### config.mk
export PLATFORM = sky130hd
export DESIGN_NAME = ccw_top
export DESIGN_NICKNAME = d
export VERILOG_FILES = /design/src/logic/ccw_pkg.sv /design/src/logic/ccw_top.sv
export VERILOG_INCLUDE_DIRS = /design/src /design/src/logic
export SDC_FILE = /design/constraint.sdc
export NUM_CORES = 1
export LEC_CHECK = 0
export ABC_AREA = 0
export BUFFER_PORTS_ARGS = -buffer_cell sky130_fd_sc_hd__clkbuf_2
export CORE_MARGIN = 3
export CORE_UTILIZATION = 53
export DETAILED_ROUTE_END_ITERATION = 7
export GPL_TIMING_DRIVEN = 1
export PLACE_DENSITY = 0.8
export SKIP_CTS_REPAIR_TIMING = 1
export SYNTH_ARGS = -nofsm -noshare
export SYNTH_HDL_FRONTEND = slang
export SYNTH_SLANG_ARGS = --single-unit
### constraint.sdc
create_clock -name clk -period 2.6 [get_ports clk]
set_input_delay 0.52 -clock clk [delete_from_list [all_inputs] [get_ports clk]]
set_output_delay 0.52 -clock clk [all_outputs]
set_load 0.02 [all_outputs]
### src/logic/ccw_params.svh
// Constants for the CPU clock mode and wait control block
// Notes on behaviour
// - Source 0, divider 00b, force 0: CPU clock is main clock undivided.
// - Main clock divided by 2, 4, 16 per code; force bit gives 8.
// - Source 1 uses on-chip oscillator clock, same divisions, crystal bits ignored.
// - Low-speed oscillator when its stop bit and select are 0; high-speed when select and its enable are 1.
// - On-chip oscillator modes also feed the peripheral clock dividers.
// - Raw and divide-by-128 oscillator clocks available while the selected oscillator runs.
// - High-speed timer clock supplied only while high-speed enable is 1.
// - Low-speed safety clock supplied only while low-speed stop bit is 0.
// - Wait stops CPU clock and watchdog unless protection on; oscillators keep running.
// - Stop-in-wait bit 1 gates all peripheral clock taps during wait.
// - Sleep instruction enters wait mode.
// - All pins hold their pre-wait state during wait.
// - Reset or peripheral interrupt leaves wait; reset-only wake needs levels 000b.
// - Gated clocks allow only externally driven wake sources; A/D one-shot only.
// - Qualifying interrupt in wait restarts CPU clock, then interrupt sequence.
// - Interrupt wake resumes exactly the source and division used at sleep.
// - Flash activation 12 system clocks, plus up to 30 us if flash operates.
// - Then 6 CPU clocks to restart and 20 CPU clocks interrupt sequence.
// - After reset CPU clock is low-speed oscillator divided by 8.
// - Two-bit divider select honoured only while force bit is 0.
`ifndef CCW_PARAMS_SVH
`define CCW_PARAMS_SVH
`define CCW_ADDR_W 4
`define CCW_DATA_W 16
`define CCW_ADDR_CTRL 4'h0
`define CCW_ADDR_STATUS 4'h1
`define CCW_CTRL_RESET 16'h0029
`define CCW_B_SRC 0
`define CCW_B_DIV_LO 1
`define CCW_B_DIV_HI 2
`define CCW_B_DIV8 3
`define CCW_B_XTAL 4
`define CCW_B_MSTOP 5
`define CCW_B_LSTOP 6
`define CCW_B_HSOEN 7
`define CCW_B_OCOSEL 8
`define CCW_B_PSTOP 9
`define CCW_B_FSTOP 10
`define CCW_NSRC 9
`define CCW_WAKE_ALWAYS 9'h082
`define CCW_WAKE_COND 9'h049
`define CCW_ADC_SRC 2
`define CCW_FLASH_TICKS 12
`define CCW_RESTART_CYC 6
`define CCW_ISEQ_CYC 20
`define CCW_CLK_PERIOD_NS 50
`define CCW_FLASH_MAX_NS 30000
`define CCW_FLASH_MAX_CYC (`CCW_FLASH_MAX_NS / `CCW_CLK_PERIOD_NS)
`define CCW_WCNT_W 10
`endif

### src/logic/ccw_pkg.sv
// Types for the CPU clock mode and wait control block
package ccw_pkg;
   typedef enum logic [4:0] {
      CCW_RUN = 5'h01,
      CCW_WAIT = 5'h02,
      CCW_FLASH = 5'h04,
      CCW_RESTART = 5'h08,
      CCW_ISEQ = 5'h10
   } ccw_state_t;
   typedef enum logic [2:0] {
      CCW_DIV1 = 3'h0,
      CCW_DIV2 = 3'h1,
      CCW_DIV4 = 3'h2,
      CCW_DIV8 = 3'h3,
      CCW_DIV16 = 3'h4
   } ccw_div_t;
endpackage

### src/logic/ccw_top.sv
// CPU clock source, divider and wait mode control
//
// Our own choices: the plain strobed port and the placing of the registers.
`include "ccw_params.svh"
module ccw_top
(
   input wire logic clk,
   input wire logic srst,
   input wire logic [`CCW_ADDR_W-1:0] addr,
   input wire logic [`CCW_DATA_W-1:0] wdata,
   input wire logic wr_en,
   input wire logic rd_en,
   output logic [`CCW_DATA_W-1:0] rdata,
   input wire logic main_osc_in,
   input wire logic lso_osc_in,
   input wire logic hso_osc_in,
   input wire logic sleep_exec,
   input wire logic [`CCW_NSRC-1:0] irq_req,
   input wire logic [`CCW_NSRC-1:0] irq_prio_nonzero,
   input wire logic [`CCW_NSRC-1:0] irq_ext_driven,
   input wire logic global_irq_en,
   input wire logic adc_one_shot,
   input wire logic csp_mode,
   output logic cpu_clk,
   output logic [4:0] periph_clk_taps,
   output logic oco_raw_clock,
   output logic oco_div128_clock,
   output logic hso_timer_clock,
   output logic lso_safety_clock,
   output logic wdt_run,
   output logic pin_hold,
   output logic wait_active,
   output logic irq_seq_busy,
   output logic irq_seq_done
);
   logic [`CCW_DATA_W-1:0] ctrl;
   logic sysclk_source_sel;
   logic [1:0] cpu_div_sel;
   logic div8_force;
   logic xtal_pin_enable;
   logic main_osc_stop;
   logic lso_stop;
   logic hso_enable;
   logic oco_select;
   logic periph_clk_stop_in_wait;
   logic flash_stop;
   logic [2:0] sync1;
   logic [2:0] sync2;
   logic [2:0] sync3;
   logic [2:0] filt;
   logic main_lvl;
   logic oco_lvl;
   logic oco_prev;
   logic oco_rise;
   logic act_sel;
   ccw_pkg::ccw_div_t act_div;
   ccw_pkg::ccw_div_t req_div;
   logic sys_lvl;
   logic sys_prev;
   logic sys_rise;
   logic req_src_lvl;
   logic [4:0] sys_cnt;
   logic [6:0] oco_cnt;
   logic act_lvl;
   logic act_prev;
   logic act_rise;
   logic req_lvl;
   ccw_pkg::ccw_state_t state;
   ccw_pkg::ccw_state_t next_state;
   logic [`CCW_WCNT_W-1:0] wk_cnt;
   logic [`CCW_WCNT_W-1:0] next_wk_cnt;
   logic flash_ticks_done;
   logic [`CCW_NSRC-1:0] wake_allowed;
   logic wake_q;
   logic run_gate;
   logic taps_gate;
   logic [`CCW_DATA_W-1:0] status;

   assign sysclk_source_sel = ctrl[`CCW_B_SRC];
   assign cpu_div_sel = ctrl[`CCW_B_DIV_HI:`CCW_B_DIV_LO];
   assign div8_force = ctrl[`CCW_B_DIV8];
   assign xtal_pin_enable = ctrl[`CCW_B_XTAL];
   assign main_osc_stop = ctrl[`CCW_B_MSTOP];
   assign lso_stop = ctrl[`CCW_B_LSTOP];
   assign hso_enable = ctrl[`CCW_B_HSOEN];
   assign oco_select = ctrl[`CCW_B_OCOSEL];
   assign periph_clk_stop_in_wait = ctrl[`CCW_B_PSTOP];
   assign flash_stop = ctrl[`CCW_B_FSTOP];

   // Control register; reset value selects low-speed oscillator divided by 8
   always_ff @(posedge clk)
   begin
      if (srst)
      begin
         ctrl <= `CCW_CTRL_RESET;
      end
      else if (wr_en && addr == `CCW_ADDR_CTRL)
      begin
         ctrl <= wdata;
      end
   end

   always_comb
   begin
      status = '0;
      status[4:0] = state;
      status[5] = act_sel;
      status[8:6] = act_div;
      status[9] = cpu_clk;
   end

   // Read data valid the cycle after the strobe only
   always_ff @(posedge clk)
   begin
      if (srst)
      begin
         rdata <= '0;
      end
      else if (rd_en && addr == `CCW_ADDR_CTRL)
      begin
         rdata <= ctrl;
      end
      else if (rd_en && addr == `CCW_ADDR_STATUS)
      begin
         rdata <= status;
      end
      else
      begin
         rdata <= '0;
      end
   end

   // Oscillator pins: three stages, level taken once stages two and three agree
   always_ff @(posedge clk)
   begin
      if (srst)
      begin
         sync1 <= '0;
         sync2 <= '0;
         sync3 <= '0;
         filt <= '0;
      end
      else
      begin
         sync1 <= {hso_osc_in, lso_osc_in, main_osc_in};
         sync2 <= sync1;
         sync3 <= sync2;
         for (int i = 0; i < 3; i++)
         begin
            if (sync2[i] == sync3[i])
            begin
               filt[i] <= sync3[i];
            end
         end
      end
   end

   // Crystal pins and stop bit only matter for the main clock path
   assign main_lvl = filt[0] & xtal_pin_enable & ~main_osc_stop;
   assign oco_lvl = oco_select ? (filt[2] & hso_enable) : (filt[1] & ~lso_stop);
   assign sys_lvl = act_sel ? oco_lvl : main_lvl;
   assign req_src_lvl = sysclk_source_sel ? oco_lvl : main_lvl;
   assign sys_rise = sys_lvl & ~sys_prev;
   assign oco_rise = oco_lvl & ~oco_prev;

   // Force bit overrides the two-bit select
   always_comb
   begin
      if (div8_force)
      begin
         req_div = ccw_pkg::CCW_DIV8;
      end
      else
      begin
         case (cpu_div_sel)
            2'h0: req_div = ccw_pkg::CCW_DIV1;
            2'h1: req_div = ccw_pkg::CCW_DIV2;
            2'h2: req_div = ccw_pkg::CCW_DIV4;
            default: req_div = ccw_pkg::CCW_DIV16;
         endcase
      end
   end

   function automatic logic div_level(input ccw_pkg::ccw_div_t d, input logic src,
                                      input logic [4:0] cnt);
      case (d)
         ccw_pkg::CCW_DIV1: div_level = src;
         ccw_pkg::CCW_DIV2: div_level = cnt[0];
         ccw_pkg::CCW_DIV4: div_level = cnt[1];
         ccw_pkg::CCW_DIV8: div_level = cnt[2];
         default: div_level = cnt[3];
      endcase
   endfunction

   assign act_lvl = div_level(act_div, sys_lvl, sys_cnt);
   assign req_lvl = div_level(req_div, req_src_lvl, sys_cnt);
   assign act_rise = act_lvl & ~act_prev;

   // Ripple counters on system and on-chip oscillator clock edges
   always_ff @(posedge clk)
   begin
      if (srst)
      begin
         sys_prev <= 1'b0;
         sys_cnt <= '0;
         act_prev <= 1'b0;
      end
      else
      begin
         sys_prev <= sys_lvl;
         act_prev <= act_lvl;
         if (sys_rise)
         begin
            sys_cnt <= sys_cnt + 5'h01;
         end
      end
   end

   always_ff @(posedge clk)
   begin
      if (srst)
      begin
         oco_prev <= 1'b0;
         oco_cnt <= '0;
      end
      else
      begin
         oco_prev <= oco_lvl;
         if (oco_rise)
         begin
            oco_cnt <= oco_cnt + 7'h01;
         end
      end
   end

   // Switch only while both old and new clocks sit low, so no runt pulse.
   // Settings stay frozen from sleep until the wake sequence ends.
   always_ff @(posedge clk)
   begin
      if (srst)
      begin
         act_sel <= 1'b1;
         act_div <= ccw_pkg::CCW_DIV8;
      end
      else if (state == ccw_pkg::CCW_RUN && !sleep_exec && !act_lvl && !req_lvl)
      begin
         act_sel <= sysclk_source_sel;
         act_div <= req_div;
      end
   end

   // Wake qualification depends on whether the taps keep running
   always_comb
   begin
      if (periph_clk_stop_in_wait)
      begin
         wake_allowed = `CCW_WAKE_ALWAYS | (irq_ext_driven & `CCW_WAKE_COND);
      end
      else
      begin
         wake_allowed = '1;
         wake_allowed[`CCW_ADC_SRC] = adc_one_shot;
      end
   end

   assign wake_q = global_irq_en && |(irq_req & irq_prio_nonzero & wake_allowed);

   // Wait and wake sequencing
   always_comb
   begin
      next_state = state;
      next_wk_cnt = wk_cnt;
      case (state)
         ccw_pkg::CCW_RUN:
         begin
            if (sleep_exec)
            begin
               next_state = ccw_pkg::CCW_WAIT;
            end
         end
         ccw_pkg::CCW_WAIT:
         begin
            if (wake_q)
            begin
               next_state = ccw_pkg::CCW_FLASH;
               next_wk_cnt = '0;
            end
         end
         ccw_pkg::CCW_FLASH:
         begin
            if (!flash_ticks_done)
            begin
               if (sys_rise)
               begin
                  if (wk_cnt == `CCW_WCNT_W'(`CCW_FLASH_TICKS - 1))
                  begin
                     next_wk_cnt = '0;
                     if (flash_stop)
                     begin
                        next_state = ccw_pkg::CCW_RESTART;
                     end
                  end
                  else
                  begin
                     next_wk_cnt = wk_cnt + `CCW_WCNT_W'(1);
                  end
               end
            end
            else if (wk_cnt == `CCW_WCNT_W'(`CCW_FLASH_MAX_CYC - 1))
            begin
               next_state = ccw_pkg::CCW_RESTART;
               next_wk_cnt = '0;
            end
            else
            begin
               next_wk_cnt = wk_cnt + `CCW_WCNT_W'(1);
            end
         end
         ccw_pkg::CCW_RESTART:
         begin
            if (act_rise)
            begin
               if (wk_cnt == `CCW_WCNT_W'(`CCW_RESTART_CYC - 1))
               begin
                  next_state = ccw_pkg::CCW_ISEQ;
                  next_wk_cnt = '0;
               end
               else
               begin
                  next_wk_cnt = wk_cnt + `CCW_WCNT_W'(1);
               end
            end
         end
         ccw_pkg::CCW_ISEQ:
         begin
            if (act_rise)
            begin
               if (wk_cnt == `CCW_WCNT_W'(`CCW_ISEQ_CYC - 1))
               begin
                  next_state = ccw_pkg::CCW_RUN;
                  next_wk_cnt = '0;
               end
               else
               begin
                  next_wk_cnt = wk_cnt + `CCW_WCNT_W'(1);
               end
            end
         end
         default:
         begin
            next_state = ccw_pkg::CCW_RUN;
            next_wk_cnt = '0;
         end
      endcase
   end

   // Hardware reset also leaves wait through srst
   always_ff @(posedge clk)
   begin
      if (srst)
      begin
         state <= ccw_pkg::CCW_RUN;
         wk_cnt <= '0;
      end
      else
      begin
         state <= next_state;
         wk_cnt <= next_wk_cnt;
      end
   end

   // Second flash phase is the 30 us worst case, counted on the fast clock
   always_ff @(posedge clk)
   begin
      if (srst)
      begin
         flash_ticks_done <= 1'b0;
      end
      else if (state != ccw_pkg::CCW_FLASH)
      begin
         flash_ticks_done <= 1'b0;
      end
      else if (!flash_ticks_done && sys_rise && !flash_stop
               && wk_cnt == `CCW_WCNT_W'(`CCW_FLASH_TICKS - 1))
      begin
         flash_ticks_done <= 1'b1;
      end
   end

   // CPU clock runs in normal operation and during the interrupt sequence
   assign run_gate = (state == ccw_pkg::CCW_RUN) || (state == ccw_pkg::CCW_ISEQ);
   assign taps_gate = !(state == ccw_pkg::CCW_WAIT && periph_clk_stop_in_wait);

   always_ff @(posedge clk)
   begin
      if (srst)
      begin
         cpu_clk <= 1'b0;
         periph_clk_taps <= '0;
         oco_raw_clock <= 1'b0;
         oco_div128_clock <= 1'b0;
         hso_timer_clock <= 1'b0;
         lso_safety_clock <= 1'b0;
      end
      else
      begin
         cpu_clk <= run_gate & act_lvl;
         if (taps_gate)
         begin
            periph_clk_taps <= {sys_cnt[4], sys_cnt[2], sys_cnt[1], sys_cnt[0], sys_lvl};
         end
         else
         begin
            periph_clk_taps <= '0;
         end
         oco_raw_clock <= oco_lvl & (~lso_stop | hso_enable);
         oco_div128_clock <= oco_cnt[6] & (~lso_stop | hso_enable);
         hso_timer_clock <= filt[2] & hso_enable;
         lso_safety_clock <= filt[1] & ~lso_stop;
      end
   end

   // Oscillators are untouched by wait; only CPU-side gates change
   always_ff @(posedge clk)
   begin
      if (srst)
      begin
         wdt_run <= 1'b1;
         pin_hold <= 1'b0;
         wait_active <= 1'b0;
         irq_seq_busy <= 1'b0;
         irq_seq_done <= 1'b0;
      end
      else
      begin
         wdt_run <= run_gate | csp_mode;
         pin_hold <= next_state == ccw_pkg::CCW_WAIT;
         wait_active <= next_state != ccw_pkg::CCW_RUN;
         irq_seq_busy <= next_state == ccw_pkg::CCW_ISEQ;
         irq_seq_done <= state == ccw_pkg::CCW_ISEQ && next_state == ccw_pkg::CCW_RUN;
      end
   end

   a_sleep_enters: assert property (@(posedge clk) disable iff (srst)
      state == ccw_pkg::CCW_RUN && sleep_exec |=> state == ccw_pkg::CCW_WAIT)
      else $error("sleep did not enter wait");
   a_wait_cpu_stop: assert property (@(posedge clk) disable iff (srst)
      state == ccw_pkg::CCW_WAIT |=> !cpu_clk && (wdt_run == $past(csp_mode)))
      else $error("cpu clock or watchdog running in wait");
   a_wait_pin_hold: assert property (@(posedge clk) disable iff (srst)
      state == ccw_pkg::CCW_RUN && sleep_exec |=> pin_hold)
      else $error("pins not held in wait");
   a_taps_gated_wait: assert property (@(posedge clk) disable iff (srst)
      state == ccw_pkg::CCW_WAIT && periph_clk_stop_in_wait ##1 state == ccw_pkg::CCW_WAIT
      |=> periph_clk_taps == 5'h00)
      else $error("peripheral taps not gated");
   a_wake_to_flash: assert property (@(posedge clk) disable iff (srst)
      state == ccw_pkg::CCW_WAIT && wake_q |=> state == ccw_pkg::CCW_FLASH ##1 !cpu_clk)
      else $error("wake did not start flash activation");
   a_flash_stop_len: assert property (@(posedge clk) disable iff (srst)
      state == ccw_pkg::CCW_FLASH && !flash_ticks_done && sys_rise && flash_stop
      && wk_cnt == `CCW_WCNT_W'(`CCW_FLASH_TICKS - 1) |=> state == ccw_pkg::CCW_RESTART)
      else $error("flash activation length wrong");
   a_restart_len: assert property (@(posedge clk) disable iff (srst)
      state == ccw_pkg::CCW_RESTART && act_rise
      && wk_cnt == `CCW_WCNT_W'(`CCW_RESTART_CYC - 1) |=> irq_seq_busy)
      else $error("restart length wrong");
   a_iseq_len: assert property (@(posedge clk) disable iff (srst)
      state == ccw_pkg::CCW_ISEQ && act_rise
      && wk_cnt == `CCW_WCNT_W'(`CCW_ISEQ_CYC - 1) |=> irq_seq_done ##1 !irq_seq_done)
      else $error("interrupt sequence length wrong");
   a_freeze_setting: assert property (@(posedge clk) disable iff (srst)
      state != ccw_pkg::CCW_RUN |=> $stable(act_sel) && $stable(act_div))
      else $error("clock setting changed during wait");
   a_hso_timer_gate: assert property (@(posedge clk) disable iff (srst)
      !hso_enable |=> !hso_timer_clock)
      else $error("high-speed timer clock while disabled");
   a_lso_safety_gate: assert property (@(posedge clk) disable iff (srst)
      lso_stop |=> !lso_safety_clock)
      else $error("safety clock while oscillator stopped");
endmodule

==> summary.txt <==
Worst-path clk slew - 0.09 ns
crit path from - state[0]
Synth warnings - 0
die width - 91.7 um
row count - 30
initial antenna violation count - 0
CP Capture Type - flip-flop
H-tree depth - 3
ant diodes - 0
Crit Path Max Fanout - 8
Power Density - 552 nW/um^2
max-slew violations - 0
ratio of cells with drive above 1 in the final layout - 0.219
setup_tns - 0 ns
EDFF count, synth - 0
worst skew pair latency - 0.37 ns
Peak supply drop - 494 uV
Hold Startpoint - main_osc_in
placed instance count - 600
Syn Nets - 493
clock skew - 0.00830 ns
top cell type's share of synthesized area - 0.483
router iterations before antenna repair - 5
Final Core Density - 0.660
outcome - complete, no violations
reg-to-reg startpoint - state[0]
TritonCTS clock tree - done
first-pass GRT wire length - 14,800 um
Max Freq - 405 MHz
Final HPWL DP - 6470 um
area of the multi-input gates - 1880 um^2
Startpoint Class - flip-flop
core footprint - 6940 um^2
crit path DAT - 2.73 ns
DRC viols - 0
Final Instance Area - 4590 um^2
largest net degree at the start of global routing - 43
number of CTS-inserted buffers - 9
DR vias/cell - 5.45
required time of the critical path - 2.86 ns
synthesized cell area - 3900 um^2
top_reg_cell synth - dfxtp_1
Pleak - 1.89 nW
worst reg-to-reg path cell count - 6
HP Class - primary input to flip-flop
Worst R2R Setup Slack - 0.13 ns
post-place instance area - 4400 um^2
root buffer cell - clkbuf_8
Starting DRT DRC Count - 190
num ports - 89
Placer Congestion - 0.873
slew at the pin with the worst max-slew slack - 0.582 ns
Die ar. - 8420 um^2
most frequent cell after synthesis - dfxtp_1
max_slew headroom - 0.611
Post-synth ARST share - 0
DIE HEIGHT - 91.7 um
Routed WL - 8860 um
P&R area growth vs syn - 17.7%
Synth cell types - 61
Hold WS - 0.360 ns
Final ANT Viol Nets - 0
number of global-route vias before repair - 3,272
Hold Fails Final Rpt - 0
number of port buffers - 82
total track usage - 0.216
final setup violating endpoints - 0
Synth Register Bits - 94
Tcrit/Tclk final - 0.949
maxcap violations - 0
Syn Inst Count - 431
Synth top cells by count - dfxtp_1, nand2_1, nor2_1
Avg Cell Area, Syn - 9.04 um^2
Tmin final - 2.47 ns
vias - 3,359
Worst Hold Path Cells - 2
clk sink count - 94
Nets - 577
Seq/Total Area, Yosys - 0.483
GRT Residual Overflow - 0
Synth area leader - dfxtp_1
Area contributors post-synth - dfxtp_1, nand2_1, a21oi_1, mux2i_1, nor2_1
RSZ-0062 raised after global routing - false
register area - 1880 um^2
Initial Util - 0.561
# fillers - 591
Setup CP Type - flip-flop to flip-flop
number of non-filler instances in the completed layout - 616
drt wl/cell - 14.4 um
Clock Path Buffers - 2
## layout by cell type (no fill, tap or decap), types with 6 or more instances in the layout
master and instances:
a21oi_1 36, and2_1 9, buf_4 8, clkbuf_2 82, clkbuf_8 9, dfxtp_1 94, inv_1 16, mux2i_1 17
nand2_1 49, nand3_1 23, nor2_1 38, nor2b_1 18, nor3_1 8, o21ai_0 7, o32ai_1 6, xnor2_1 6
## worst max-delay path: stages (launching register included)
cell	delay, ns
dfxtp_1	0.47
or3b_1	0.42
or3_4	0.38
a2111o_1	0.35
a2111oi_4	0.43
mux2i_1	0.25
nand2_1	0.06
## area by class of cell
class / count / area share
clock buffers: 11 / 0.0286
repair buffers: 90 / 0.103
multi-input cells: 304 / 0.410
well taps: 96 / 0.0262
flip-flops and latches: 94 / 0.410
clock inverters: 5 / 0.00955
inverters: 16 / 0.0131
## metrics by stage
| step | setup WS (ns) | power (mW) |
|---|---|---|
| CTS | 0.131 | 2.54 |
| detailed placement | 0.148 | 1.68 |
| global placement | 0.226 | 1.68 |
| finish | 0.134 | 2.53 |
| global route | 0.0236 | 2.62 |
| floorplan | 0.327 | 1.61 |
## state kept, by name (all words and copies together) (netlist names), 3 cells and up
register	cells
ctrl	16
rdata	16
wk_cnt	10
oco_cnt	7
periph_clk_taps	5
state	5
sys_cnt	5
act_div	3
filt	3
sync1	3
sync2	3
sync3	3
## kinds of logic (layout without fill, tap and decap cells)
logic type | Yosys count | after routing | share of synthesized area
and+or+nand+nor | 189 | 189 | 0.255
DFF | 94 | 94 | 0.483
AOI/OAI and AO/OA | 82 | 82 | 0.142
buffers and inverters | 33 | 122 | 0.0366
muxes | 18 | 18 | 0.0466
adders and majority gates | 4 | 4 | 0.0128
xor gates and xnor gates | 11 | 11 | 0.0247
## power by group
| group | internal [mW] | total, mW | leakage (nW) | switching [mW] |
|---|---|---|---|---|
| combinational | 0.0823 | 0.179 | 1.05 | 0.0963 |
| clock | 0.360 | 0.880 | 0.0821 | 0.521 |
| sequential | 1.46 | 1.47 | 0.760 | 0.0146 |
## final timing paths
check               end
min reg2reg    sync2[0]
max          act_div[1]
min            sync1[0]
max reg2reg  act_div[1]
## per-layer routing
layer / global-route usage / vias up / wire (um)
met5: 0 / - / 0
met1: 0.272 / 1575 / 3830
met4: 0.0631 / 0 / 104
li1: - / 1679 / -
met2: 0.365 / 92 / 4410
met3: 0.0541 / 13 / 522
(Power assumes the default switching activity.)
